[config.mk]
export PLATFORM = sky130hd
export DESIGN_NAME = ifx_ctrl_regs
export DESIGN_NICKNAME = d
export VERILOG_FILES = /design/src/shared/ifx_pkg.sv /design/src/shared/ifx_ser_if.sv /design/src/rtl/ifx_serial_shift.sv /design/src/rtl/ifx_ctrl_regs.sv
export SDC_FILE = /design/constraint.sdc
export NUM_CORES = 1
export LEC_CHECK = 0
export BUFFER_PORTS_ARGS = -buffer_cell sky130_fd_sc_hd__buf_2
export CORE_UTILIZATION = 54
export DETAILED_ROUTE_END_ITERATION = 10
export GPL_TIMING_DRIVEN = 0
export HOLD_SLACK_MARGIN = 0.02
export PLACE_DENSITY = 0.75
export SLEW_MARGIN = 15
export SYNTH_ARGS = -nofsm -noshare
export SYNTH_HDL_FRONTEND = slang
export SYNTH_HIERARCHICAL = 1
export SYNTH_SLANG_ARGS = --single-unit
[constraint.sdc]
create_clock -name REF_CLK -period 3.5 [get_ports REF_CLK]
set_clock_uncertainty 0.1 [all_clocks]
set_input_delay 0.35 -clock REF_CLK [delete_from_list [all_inputs] [get_ports REF_CLK]]
set_output_delay 0.35 -clock REF_CLK [all_outputs]
set_load 0.02 [all_outputs]
[src/shared/ifx_pkg.sv]
// Constants, reset values and decode helpers for the transmitter control register bank
// Summary of operation
// - Enable bit1 gain stage, bit0 low-pass filter
// - Gain code in bits 14:9, reset zero
// - Gain register unused bits read/write, reset zero
// - Bias register resets to its field defaults
// - Mixer I bit 11 selects image sideband
// - Mixer I polarity bit 8, offset 7:0
// - Mixer Q polarity bit 8, offset 7:0
// - Mixer Q upper bits reset to 1111000
// - I phase trim bits 8:0, upper 1111000
// - Q phase trim bits 8:0, upper 1111000
// - Frame: chip address, register, 16 data bits
// - Load register when select returns high
// - Register 7 pointer selects 48-clock readback
`default_nettype none
package ifx_pkg;
	localparam int REG_W    = 16;
	localparam int NUM_REGS = 10;
	localparam int CHIP_W   = 3;
	localparam int REGNUM_W = 5;

	// Frame lengths in serial clock pulses
	localparam logic [5:0] FRAME_BITS = 6'h18;
	localparam logic [5:0] READ_BITS  = 6'h30;

	// Register numbers
	localparam logic [4:0] ADDR_ENABLE   = 5'h01;
	localparam logic [4:0] ADDR_GAIN     = 5'h03;
	localparam logic [4:0] ADDR_BIAS     = 5'h04;
	localparam logic [4:0] ADDR_MIX_I    = 5'h05;
	localparam logic [4:0] ADDR_MIX_Q    = 5'h06;
	localparam logic [4:0] ADDR_READ_PTR = 5'h07;
	localparam logic [4:0] ADDR_TRIM_I   = 5'h08;
	localparam logic [4:0] ADDR_TRIM_Q   = 5'h09;

	// Field positions
	localparam int GAIN_STAGE_BIT = 1;
	localparam int LPF_BIT        = 0;
	localparam int GAIN_CODE_MSB  = 14;
	localparam int GAIN_CODE_LSB  = 9;
	localparam int CURRENT_MSB    = 8;
	localparam int CURRENT_LSB    = 7;
	localparam int ENV_MSB        = 6;
	localparam int ENV_LSB        = 2;
	localparam int ATT_MSB        = 1;
	localparam int ATT_LSB        = 0;
	localparam int SIDEBAND_BIT   = 11;
	localparam int POLARITY_BIT   = 8;
	localparam int OFFSET_MSB     = 7;
	localparam int TRIM_MSB       = 8;
	localparam int PTR_MSB        = 15;
	localparam int PTR_LSB        = 11;

	// Reset values
	localparam logic [15:0] RST_ENABLE = 16'hD9FA;
	localparam logic [15:0] RST_GAIN   = 16'h0000;
	localparam logic [15:0] RST_BIAS   = 16'h0FF2;
	localparam logic [15:0] RST_MIX_I  = 16'h2A00;
	localparam logic [15:0] RST_MIX_Q  = 16'hF000;
	localparam logic [15:0] RST_PTR    = 16'h0000;
	localparam logic [15:0] RST_TRIM_I = 16'hF000;
	localparam logic [15:0] RST_TRIM_Q = 16'hF000;
	localparam logic [15:0] RST_NONE   = 16'h0000;

	typedef logic [NUM_REGS-1:0][REG_W-1:0] ifx_regs_t;

	localparam ifx_regs_t RST_ALL = {RST_TRIM_Q, RST_TRIM_I, RST_PTR, RST_MIX_Q, RST_MIX_I,
		RST_BIAS, RST_GAIN, RST_NONE, RST_ENABLE, RST_NONE};

	// True for register numbers that hold storage
	function automatic logic reg_mapped(input logic [4:0] num);
		reg_mapped = (num == ADDR_ENABLE) || ((num >= ADDR_GAIN) && (num <= ADDR_TRIM_Q));
	endfunction
endpackage
`default_nettype wire

[src/shared/ifx_ser_if.sv]
// Write strobe and readback word between the serial shifter and the register bank
`timescale 1ns/1ns
`default_nettype none
interface ifx_ser_if;
	logic        wr_stb;
	logic [4:0]  wr_reg;
	logic [15:0] wr_data;
	logic [15:0] rd_data;

	modport shifter (
		output wr_stb,
		output wr_reg,
		output wr_data,
		input  rd_data
	);
	modport regs (
		input  wr_stb,
		input  wr_reg,
		input  wr_data,
		output rd_data
	);
endinterface
`default_nettype wire

[src/rtl/ifx_serial_shift.sv]
// Three-wire serial frame receiver and readback shifter
`timescale 1ns/1ns
`default_nettype none
module ifx_serial_shift
	import ifx_pkg::*;
#(
	parameter logic [2:0] CHIP_ADDR = 3'h0
) (
	// Clock and reset
	input  wire logic      clk,
	input  wire logic      rst,
	// Serial pins
	input  wire logic      sclk_pin,
	input  wire logic      sel_n_pin,
	input  wire logic      din_pin,
	output logic           serial_out,
	// Register bank side
	ifx_ser_if.shifter     bus
);
	logic [2:0]  sync1_ff;
	logic [2:0]  sync2_ff;
	logic        sclk_d_ff;
	logic        sel_d_ff;
	logic [23:0] shift_ff;
	logic [23:0] nxt_shift;
	logic [5:0]  cnt_ff;
	logic [5:0]  nxt_cnt;
	logic [15:0] rdsh_ff;
	logic [15:0] nxt_rdsh;
	logic        out_ff;
	logic        nxt_out;
	logic        wr_stb_ff;
	logic        nxt_wr_stb;
	logic [4:0]  wr_reg_ff;
	logic [4:0]  nxt_wr_reg;
	logic [15:0] wr_data_ff;
	logic [15:0] nxt_wr_data;
	logic        rise;
	logic        frame_end;

	// Bit 0 clock, bit 1 select, bit 2 data
	always_ff @(posedge clk or posedge rst) begin
		if (rst) begin
			sync1_ff  <= 3'h2;
			sync2_ff  <= 3'h2;
			sclk_d_ff <= 1'b0;
			sel_d_ff  <= 1'b1;
		end else begin
			sync1_ff  <= {din_pin, sel_n_pin, sclk_pin};
			sync2_ff  <= sync1_ff;
			sclk_d_ff <= sync2_ff[0];
			sel_d_ff  <= sync2_ff[1];
		end
	end

	assign rise      = sync2_ff[0] & ~sclk_d_ff & ~sync2_ff[1];
	assign frame_end = sync2_ff[1] & ~sel_d_ff;

	always_comb begin
		nxt_shift   = shift_ff;
		nxt_cnt     = cnt_ff;
		nxt_rdsh    = rdsh_ff;
		nxt_out     = out_ff;
		nxt_wr_stb  = 1'b0;
		nxt_wr_reg  = wr_reg_ff;
		nxt_wr_data = wr_data_ff;
		if (sync2_ff[1]) begin
			nxt_cnt  = 6'h00;
			nxt_rdsh = 16'h0000;
			nxt_out  = 1'b0;
		end else if (rise) begin
			nxt_shift = {shift_ff[22:0], sync2_ff[2]};
			if (cnt_ff != READ_BITS) begin
				nxt_cnt = cnt_ff + 6'h01;
			end
			// Readback word starts after the 24th pulse
			if (cnt_ff == FRAME_BITS - 6'h01) begin
				nxt_rdsh = {bus.rd_data[14:0], 1'b0};
				nxt_out  = bus.rd_data[15];
			end else begin
				nxt_rdsh = {rdsh_ff[14:0], 1'b0};
				nxt_out  = rdsh_ff[15];
			end
		end
		// Only an exact 24-pulse frame for this chip loads a register
		if (frame_end && (cnt_ff == FRAME_BITS) && (shift_ff[23:21] == CHIP_ADDR)) begin
			nxt_wr_stb  = 1'b1;
			nxt_wr_reg  = shift_ff[20:16];
			nxt_wr_data = shift_ff[15:0];
		end
	end

	always_ff @(posedge clk or posedge rst) begin
		if (rst) begin
			shift_ff   <= 24'h00_0000;
			cnt_ff     <= 6'h00;
			rdsh_ff    <= 16'h0000;
			out_ff     <= 1'b0;
			wr_stb_ff  <= 1'b0;
			wr_reg_ff  <= 5'h00;
			wr_data_ff <= 16'h0000;
		end else begin
			shift_ff   <= nxt_shift;
			cnt_ff     <= nxt_cnt;
			rdsh_ff    <= nxt_rdsh;
			out_ff     <= nxt_out;
			wr_stb_ff  <= nxt_wr_stb;
			wr_reg_ff  <= nxt_wr_reg;
			wr_data_ff <= nxt_wr_data;
		end
	end

	assign bus.wr_stb  = wr_stb_ff;
	assign bus.wr_reg  = wr_reg_ff;
	assign bus.wr_data = wr_data_ff;
	assign serial_out  = out_ff;

	frame_load_a: assert property (@(posedge clk) disable iff (rst)
		wr_stb_ff |-> ($past(cnt_ff) == FRAME_BITS) && sel_d_ff && !$past(sel_d_ff))
		else $error("register load without a completed 24-pulse frame");

	readback_start_a: assert property (@(posedge clk) disable iff (rst)
		(rise && cnt_ff == FRAME_BITS - 6'h01) |=> (out_ff == $past(bus.rd_data[15])) [*1] ##1 1'b1)
		else $error("readback did not start with the word's top bit");

	frame_shift_a: assert property (@(posedge clk) disable iff (rst)
		rise |=> shift_ff[0] == $past(sync2_ff[2]) && cnt_ff != 6'h00)
		else $error("serial bit not captured on clock rise");
endmodule
`default_nettype wire

[src/rtl/ifx_ctrl_regs.sv]
// Control register bank of the transmitter, reached over the three-wire serial port
`timescale 1ns/1ns
`default_nettype none
module ifx_ctrl_regs
	import ifx_pkg::*;
#(
	// Chip address matched in each frame; value is arbitrary
	parameter logic [2:0] CHIP_ADDR = 3'h0
) (
	// Clock and reset
	input  wire logic       REF_CLK,
	input  wire logic       RESET,
	// Serial port
	input  wire logic       SERIAL_CLK,
	input  wire logic       SERIAL_SELECT_N,
	input  wire logic       SERIAL_IN,
	output logic            SERIAL_OUT,
	// Enables
	output logic            GAIN_STAGE_ON,
	output logic            LOWPASS_FILTER_ON,
	// Gain stage
	output logic [5:0]      GAIN_CODE,
	output logic [1:0]      AMPLIFIER_CURRENT_SETTING,
	output logic [4:0]      ENVELOPE_LEVEL_SETTING,
	output logic [1:0]      ATTENUATION_BIAS_SETTING,
	// Image reject mixer
	output logic            IMAGE_SIDEBAND_SELECT,
	output logic            IN_PHASE_OFFSET_POLARITY,
	output logic [7:0]      IN_PHASE_OFFSET_VALUE,
	output logic            QUADRATURE_OFFSET_POLARITY,
	output logic [7:0]      QUADRATURE_OFFSET_VALUE,
	// Phase trims
	output logic [8:0]      IN_PHASE_TRIM,
	output logic [8:0]      QUADRATURE_TRIM
);
	ifx_ser_if bus ();

	ifx_regs_t  reg_ff;
	ifx_regs_t  nxt_reg;
	logic [4:0] rd_ptr;

	ifx_serial_shift #(
		.CHIP_ADDR (CHIP_ADDR)
	) u_shift (
		.clk        (REF_CLK),
		.rst        (RESET),
		.sclk_pin   (SERIAL_CLK),
		.sel_n_pin  (SERIAL_SELECT_N),
		.din_pin    (SERIAL_IN),
		.serial_out (SERIAL_OUT),
		.bus        (bus.shifter)
	);

	// Whole words are stored, reserved bits included
	always_comb begin
		nxt_reg = reg_ff;
		if (bus.wr_stb && reg_mapped(bus.wr_reg)) begin
			nxt_reg[bus.wr_reg[3:0]] = bus.wr_data;
		end
	end

	always_ff @(posedge REF_CLK or posedge RESET) begin
		if (RESET) begin
			reg_ff <= RST_ALL;
		end else begin
			reg_ff <= nxt_reg;
		end
	end

	// Register 7 points at the word returned by the next read frame
	assign rd_ptr      = reg_ff[ADDR_READ_PTR][PTR_MSB:PTR_LSB];
	assign bus.rd_data = reg_mapped(rd_ptr) ? reg_ff[rd_ptr[3:0]] : 16'h0000;

	assign GAIN_STAGE_ON              = reg_ff[ADDR_ENABLE][GAIN_STAGE_BIT];
	assign LOWPASS_FILTER_ON          = reg_ff[ADDR_ENABLE][LPF_BIT];
	assign GAIN_CODE                  = reg_ff[ADDR_GAIN][GAIN_CODE_MSB:GAIN_CODE_LSB];
	assign AMPLIFIER_CURRENT_SETTING  = reg_ff[ADDR_BIAS][CURRENT_MSB:CURRENT_LSB];
	assign ENVELOPE_LEVEL_SETTING     = reg_ff[ADDR_BIAS][ENV_MSB:ENV_LSB];
	assign ATTENUATION_BIAS_SETTING   = reg_ff[ADDR_BIAS][ATT_MSB:ATT_LSB];
	assign IMAGE_SIDEBAND_SELECT      = reg_ff[ADDR_MIX_I][SIDEBAND_BIT];
	assign IN_PHASE_OFFSET_POLARITY   = reg_ff[ADDR_MIX_I][POLARITY_BIT];
	assign IN_PHASE_OFFSET_VALUE      = reg_ff[ADDR_MIX_I][OFFSET_MSB:0];
	assign QUADRATURE_OFFSET_POLARITY = reg_ff[ADDR_MIX_Q][POLARITY_BIT];
	assign QUADRATURE_OFFSET_VALUE    = reg_ff[ADDR_MIX_Q][OFFSET_MSB:0];
	assign IN_PHASE_TRIM              = reg_ff[ADDR_TRIM_I][TRIM_MSB:0];
	assign QUADRATURE_TRIM            = reg_ff[ADDR_TRIM_Q][TRIM_MSB:0];

	enable_write_a: assert property (@(posedge REF_CLK) disable iff (RESET)
		(bus.wr_stb && bus.wr_reg == ADDR_ENABLE) |=>
			GAIN_STAGE_ON == $past(bus.wr_data[1]) && LOWPASS_FILTER_ON == $past(bus.wr_data[0]))
		else $error("enable bits did not follow the written word");

	gain_code_a: assert property (@(posedge REF_CLK) disable iff (RESET)
		(bus.wr_stb && bus.wr_reg == ADDR_GAIN) |=> GAIN_CODE == $past(bus.wr_data[14:9]))
		else $error("gain code did not follow the written word");

	gain_unused_a: assert property (@(posedge REF_CLK) disable iff (RESET)
		(bus.wr_stb && bus.wr_reg == ADDR_GAIN) |=>
			{reg_ff[ADDR_GAIN][15], reg_ff[ADDR_GAIN][8:0]} == $past({bus.wr_data[15], bus.wr_data[8:0]}))
		else $error("gain register unused bits not stored");

	reset_values_a: assert property (@(posedge REF_CLK)
		$fell(RESET) |-> reg_ff[ADDR_BIAS] == 16'h0FF2 && reg_ff[ADDR_MIX_Q] == 16'hF000
			&& reg_ff[ADDR_TRIM_I] == 16'hF000 && reg_ff[ADDR_TRIM_Q] == 16'hF000
			&& reg_ff[ADDR_GAIN] == 16'h0000 && reg_ff[ADDR_ENABLE][1:0] == 2'h2)
		else $error("register bank reset value wrong");

	sideband_a: assert property (@(posedge REF_CLK) disable iff (RESET)
		(bus.wr_stb && bus.wr_reg == ADDR_MIX_I) |=>
			IMAGE_SIDEBAND_SELECT == $past(bus.wr_data[11]) ##1 $stable(IMAGE_SIDEBAND_SELECT) || bus.wr_stb
			|| $past(bus.wr_stb))
		else $error("sideband select did not follow the written word");

	quad_offset_a: assert property (@(posedge REF_CLK) disable iff (RESET)
		(bus.wr_stb && bus.wr_reg == ADDR_MIX_Q) |=>
			{QUADRATURE_OFFSET_POLARITY, QUADRATURE_OFFSET_VALUE} == $past(bus.wr_data[8:0])
			&& reg_ff[ADDR_MIX_Q][15:9] == $past(bus.wr_data[15:9]))
		else $error("quadrature offset not stored");

	unmapped_ignore_a: assert property (@(posedge REF_CLK) disable iff (RESET)
		(bus.wr_stb && !reg_mapped(bus.wr_reg)) |=> $stable(reg_ff))
		else $error("write to an empty register number changed the bank");

	readback_sel_a: assert property (@(posedge REF_CLK) disable iff (RESET)
		(bus.wr_stb && bus.wr_reg == ADDR_READ_PTR && reg_mapped(bus.wr_data[15:11])) |=>
			bus.rd_data == reg_ff[$past(bus.wr_data[14:11])])
		else $error("readback word does not follow the register 7 pointer");
endmodule
`default_nettype wire

# Yosys cells after proc, flatten, opt, wreduce, memory -nomap -nowiden
# Cells that the tools add are included.
[word_totals]
register_bits = 237
out_inout_bits = 55
[op_classes]
addsub = 1
order_cmp = 7
eq_ne = 5
muxes = 16
bitwise_logic = 6
reduce_logical = 13
[ops]
columns = ["op", "count"]
rows = [
  ["160-bit bitwise mux", 1],
  ["16-bit two-way mux", 6],
  ["16-bit binary-select mux with 4-bit select", 1],
  ["16-bit demux with 4-bit select", 1],
  ["6-bit two-way mux", 3],
  ["6-bit by 5-bit equality test with 1-bit output, second input constant", 2],
  ["5-bit by 1-bit equality test with 1-bit output, second input constant", 2],
  ["5-bit by 2-bit greater-or-equal comparator with 1-bit output, second input constant", 2],
  ["5-bit by 4-bit <= comparator with 1-bit output, second input constant", 2],
  ["4-bit by 5-bit < comparator with 1-bit output, second input constant", 2],
  ["6-bit by 1-bit adder with 6-bit output, second input constant", 1],
  ["1-bit logical AND", 6],
  ["6-bit != test, second input constant", 1],
  ["4-bit by 1-bit greater-or-equal comparator with 1-bit output, second input constant", 1],
  ["1-bit two-way mux", 4],
  ["2-bit AND reduction", 2],
  ["2-bit nonzero test", 2],
  ["1-bit AND", 3],
  ["3-bit zero test", 1],
  ["1-bit NOT", 3],
  ["1-bit logical OR", 2],
]

# Logic depth before layout (Yosys ltp)
[logic_depth]
ltp_word = 7
ltp_mapped = 9

# Cells and area by module
# Netlist, hierarchy kept.
[by_module_without_submodules]
columns = ["mod", "n_inst", "cells_per_inst", "area_per_inst_um2", "seq_area_each_um2"]
rows = [
  ["ifx_ctrl_regs", 1, 512, 6486.2, 3271.9],
  ["ifx_serial_shift", 1, 240, 3214.3, 1905.6],
]

# Least setup slack after synthesis
# OpenSTA, ideal clock, no wires.
[synth_timing]
path_type = "register to register"
startpoint = "register u_shift.sync2_ff[1]"
endpoint = "register u_shift.wr_data_ff[10], in the netlist u_shift/bus.wr_data[10]"
setup_ps = 125
arrival_ps = 1954
t_required_ps = 3275
path_slack_ps = 1321
path_stages_with_launch = 6
n_path_buf = 2
synth_period_minus_slack_ps = 2179
path_cell_list = "dfstp_2 or4b_1 or4_1 buf_6 buf_12 mux2_4"
[synth_between]
elab_chain_cells = 3
[synth_lines]
columns = ["element", "line_no", "text"]
rows = [
  ["start, declared", "ifx_serial_shift.sv:21", "logic [2:0] sync2_ff;"],
  ["start signal, assigned", "ifx_serial_shift.sv:50", "sync2_ff <= sync1_ff;"],
  ["1-bit AND", "ifx_serial_shift.sv:57", "assign frame_end = sync2_ff[1] & ~sel_d_ff;"],
  ["1-bit logical AND (2 in series)", "ifx_serial_shift.sv:86", "if (frame_end && (cnt_ff == FRAME_BITS) && (shift_ff[23:21] == CHIP_ADDR)) begin"],
  ["end signal, assigned", "ifx_serial_shift.sv:109", "wr_data_ff <= nxt_wr_data;"],
  ["end, declared", "ifx_serial_shift.sv:36", "logic [15:0] wr_data_ff;"],
]
# No other way between the ends.
# A chain may end at the register's enable or synchronous reset.

# Worst setup path after layout
[layout_timing]
startpoint = "register reg_ff (netlist bit rd_ptr[3])"
endpoint = "register u_shift.rdsh_ff[6]"
[layout_between]
elab_chain_cells = 7
[layout_lines]
columns = ["element", "line_no", "text"]
rows = [
  ["start, declared", "ifx_ctrl_regs.sv:38", "ifx_regs_t reg_ff;"],
  ["start signal, assigned", "ifx_ctrl_regs.sv:66", "reg_ff <= nxt_reg;"],
  ["5-bit by 2-bit greater-or-equal comparator with 1-bit output / 5-bit by 4-bit <= comparator with 1-bit output (equally long branches)", "ifx_pkg.sv:73", "reg_mapped = (num == ADDR_ENABLE) || ((num >= ADDR_GAIN) && (num <= ADDR_TRIM_Q));"],
  ["1-bit logical AND", "ifx_pkg.sv:73", ""],
  ["1-bit logical OR", "ifx_pkg.sv:73", ""],
  ["16-bit two-way mux *", "ifx_ctrl_regs.sv:72", "assign bus.rd_data = reg_mapped(rd_ptr) ? reg_ff[rd_ptr[3:0]] : 16'h0000;"],
  ["net bus.rd_data[5]", "ifx_ser_if.sv:8", "logic [15:0] rd_data;"],
  ["16-bit two-way mux *", "ifx_serial_shift.sv:77", "if (cnt_ff == FRAME_BITS - 6'h01) begin"],
  ["16-bit two-way mux *", "ifx_serial_shift.sv:71", "end else if (rise) begin"],
  ["16-bit two-way mux *", "ifx_serial_shift.sv:67", "if (sync2_ff[1]) begin"],
  ["end signal, assigned", "ifx_serial_shift.sv:105", "rdsh_ff <= nxt_rdsh;"],
  ["end, declared", "ifx_serial_shift.sv:28", "logic [15:0] rdsh_ff;"],
]
# Mark *: on every way through the listed nets, which the timed path passes. The rest lies on a longest branch. The select of a mux whose other input is x is not followed.

==> flow_summary_export.csv <==
group,metric,value,unit
synthesis,synth_top_area_frac,0.4308,
setup_path,worstReg2RegEnd,"u_shift/rdsh_ff[6]",
clocking,clock_path_buffers,3,
power_and_ir_drop,total_leakage_power,5.363,nW
sta,relSlewSlack,0.3496,
floorplan,die_area,0.01850,sq mm
sta,finalHoldViolCount,0,
final_layout,multi_input_area,0.003809,sq mm
final_layout,antennaDiodeCount,0,
synthesis,synth_flop_cell,"dfrtp_1",
synthesis,yosys.area.top_type,"dfrtp_1",
setup_path,startpoint_type,"flip-flop",
final_layout,largest_reg_flops,70,
detailed_routing,routedWlPerCell,20.80,microns
clocking,cts_htree_levels,1,
setup_path,cp.arrival,2.93,ns
final_layout,seq_area,0.005177,sq mm
floorplan,core_area,0.01742,sq mm
floorplan,initial_core_util,0.5570,
detailed_routing,num_vias,6357,
sta,maxSlewViolCount,0,
sta,rsz0062_at_grt,"no",
floorplan,die_h,136.0,microns
placed_design,portBuffers,59,
synthesis,synth.cell_area,0.009701,sq mm
sta,setup_viol,0,
synthesis,synthArstFlopShare,1.000,
global_route,grt-ovfl-total,0,
setup_path,rrSetupSlack,0.88,ns
global_route,groute.usage.overall,0.2530,
synthesis,seq_area_frac_synth,0.5337,
setup_path,critPathCaptureType,"flip-flop",
clocking,post_cts_resized,0,
setup_path,r2r-start,"rd_ptr[3]",
setup_path,required,3.81,ns
placed_design,gp_congestion,0.8723,
global_route,grt_pass1_vias,6514,
synthesis,synth.most_common_cell,"dfrtp_1",
placed_design,dpl.cell_count,1040,
detailed_routing,routed_wl,22480,microns
sta,tns,0,ns
synthesis,synth-seq-cells,205,
sta,min_period,2.618,ns
final_layout,drive_gt1_frac,0.4778,
final_layout,utilization,0.6382,
global_route,grt_pass1_wl,35640,microns
synthesis,syn_avg_cell_area,12.90,sq um
synthesis,synth_warnings,6,
clocking,clock_sinks,205,
clocking,cts_tree,"done",
flow_run,drv_cap,0,
final_layout,nFillCells,1326,
synthesis,yosysUniqueCellTypes,56,
detailed_routing,drc,0,
floorplan,ioPinCount,60,
synthesis,synth_area_leaders,"dfrtp_1 (43%), mux2_2 (19%), dfstp_2 (10%)",
clocking,path_clk_slew,0.07,ns
global_route,antenna_found_initial,2,
power_and_ir_drop,power.total,0.004878,W
sta,whs,0.2250,ns
global_route,grt_max_degree,67,
placed_design,dp_hpwl,15320,microns
setup_path,startpoint,"rd_ptr[3]",
synthesis,synth_edf_count,0,
final_layout,regMostFlops,"reg_ff",
detailed_routing,final_antenna_net_count,0,
run_status,status,"complete, no violations",
synthesis,syn_nets,759,
sta,finalCritPeriodShare,0.7479,
setup_path,crit_fanout,10,
clocking,clk_latency,0.50,ns
setup_path,reg2reg_depth,8,
clocking,cts_buffers,21,
power_and_ir_drop,ir_drop,417.0,uV
final_layout,instances_no_fill,1081,
synthesis,synthCells,752,
setup_path,worstSetupPathType,"flip-flop to flip-flop",
final_layout,syn_to_final_growth,14.59,%
detailed_routing,dr.pass1.iters,5,
hold_path,hold_class,"input port to async pin",
clocking,root_buffer,"clkbuf_16",
sta,worst_pin_slew,0.9731,ns
detailed_routing,initialDrtViolationCount,530,
final_layout,nNetsFinal,849,
floorplan,row_count,48,
detailed_routing,via_per_inst,5.881,
power_and_ir_drop,power.density,438.9,mW/mm^2
synthesis,synth_common_cells,"dfrtp_1 (167), mux2_2 (164), buf_4 (54)",
sta,max_freq,382.0,MHz
floorplan,die_w,136.0,microns
setup_path,worstSetupEndpoint,"u_shift/rdsh_ff[6]",
## per-layer routing
| layer | track usage | up-vias | share of wire |
|---|---|---|---|
| met3 | 0.04288 | 56 | 0.060 |
| met1 | 0.3443 | 3277 | 0.43 |
| met4 | 0.07654 | 2 | 0.025 |
| met2 | 0.4146 | 198 | 0.49 |
| met5 | 0 | - | 0.00058 |
| li1 | - | 2824 | - |
## worst min path at each step
stage | depth (start not counted) | endpoint | slack, ns
5_1_grt | 3 | u_shift/shift_ff[12] | 0.24
3_3_place_gp | 0 | u_shift/sync2_ff[0] | 0.24
6_report | 3 | u_shift/shift_ff[12] | 0.23
4_1_cts | 3 | u_shift/bus.wr_data[11] | 0.22
2_1_floorplan | 0 | u_shift/sync2_ff[0] | 0.23
3_5_place_dp | 2 | u_shift/bus.wr_data[11] | 0.20
## power by group
group          leakage [nW]  internal (W)  switching [W]
sequential             2.70       0.00242      0.0000380
combinational          2.32     0.0000584      0.0000800
clock                 0.343       0.00136       0.000919
## cell usage in the layout, fill, tap and decap left out, types with 6 or more instances in the layout
cell       Yosys  final
o22a_1         9      9
a31oi_1       10     10
nor2_1        17     17
mux2i_1       23     23
clkbuf_16      0     21
a22o_1        10     10
clkbuf_8       1      6
inv_1         19     17
o21ai_0       14     14
buf_2         15     74
a21oi_1       10     10
clkbuf_1      19     22
buf_4         54     54
dfrtp_1      167    167
o221ai_1       8      8
dfstp_2       38     38
o211ai_1      25     25
nand3_1        9      9
mux2_2       164    164
nor3_1        10     10
nand2_1       42     42
nor2b_1       12     12
mux2_4        19     19
## what timing repair did
action                                 4_1_cts  5_1_grt
endpoints found under the hold margin       95        0
setup buffers                                0        0
hold buffers                                 4        0
## worst max-delay path, stage by stage, from the launching register on
cell and delay, ns:
dfrtp_1 0.35, buf_2 0.18, buf_6 0.18, buf_2 0.19
o21ai_0 0.18, o211ai_1 0.11, a2111oi_1 0.84, nand2_1 0.18
o221ai_1 0.21
## metrics by stage
| step | setup slack [ns] | area [sq um] |
|---|---|---|
| floorplan | 1.117 | 9704 |
| global placement | 0.3184 | 10280 |
| global route | 0.6440 | 11120 |
| finish | 0.8824 | 11120 |
| detailed placement | 1.034 | 10370 |
| CTS | 1.033 | 11120 |
## final cells by class
type                    count  area share
repair buffers             67     0.03805
well taps                 225     0.02533
clock buffers              29     0.05448
multi-input cells         433      0.3426
clock inverters             8    0.008892
plain buffers              94     0.05752
flip-flops and latches    205      0.4658
inverters                  20    0.007316
## cell families after synthesis
family	synth area share
and+or+nand+nor	0.06630
AOI/OAI and AO/OA	0.07791
muxes	0.2458
DFF	0.5337
adders and majority gates	0.002579
buffers and inverters	0.07365
(Power assumes the default switching activity.)
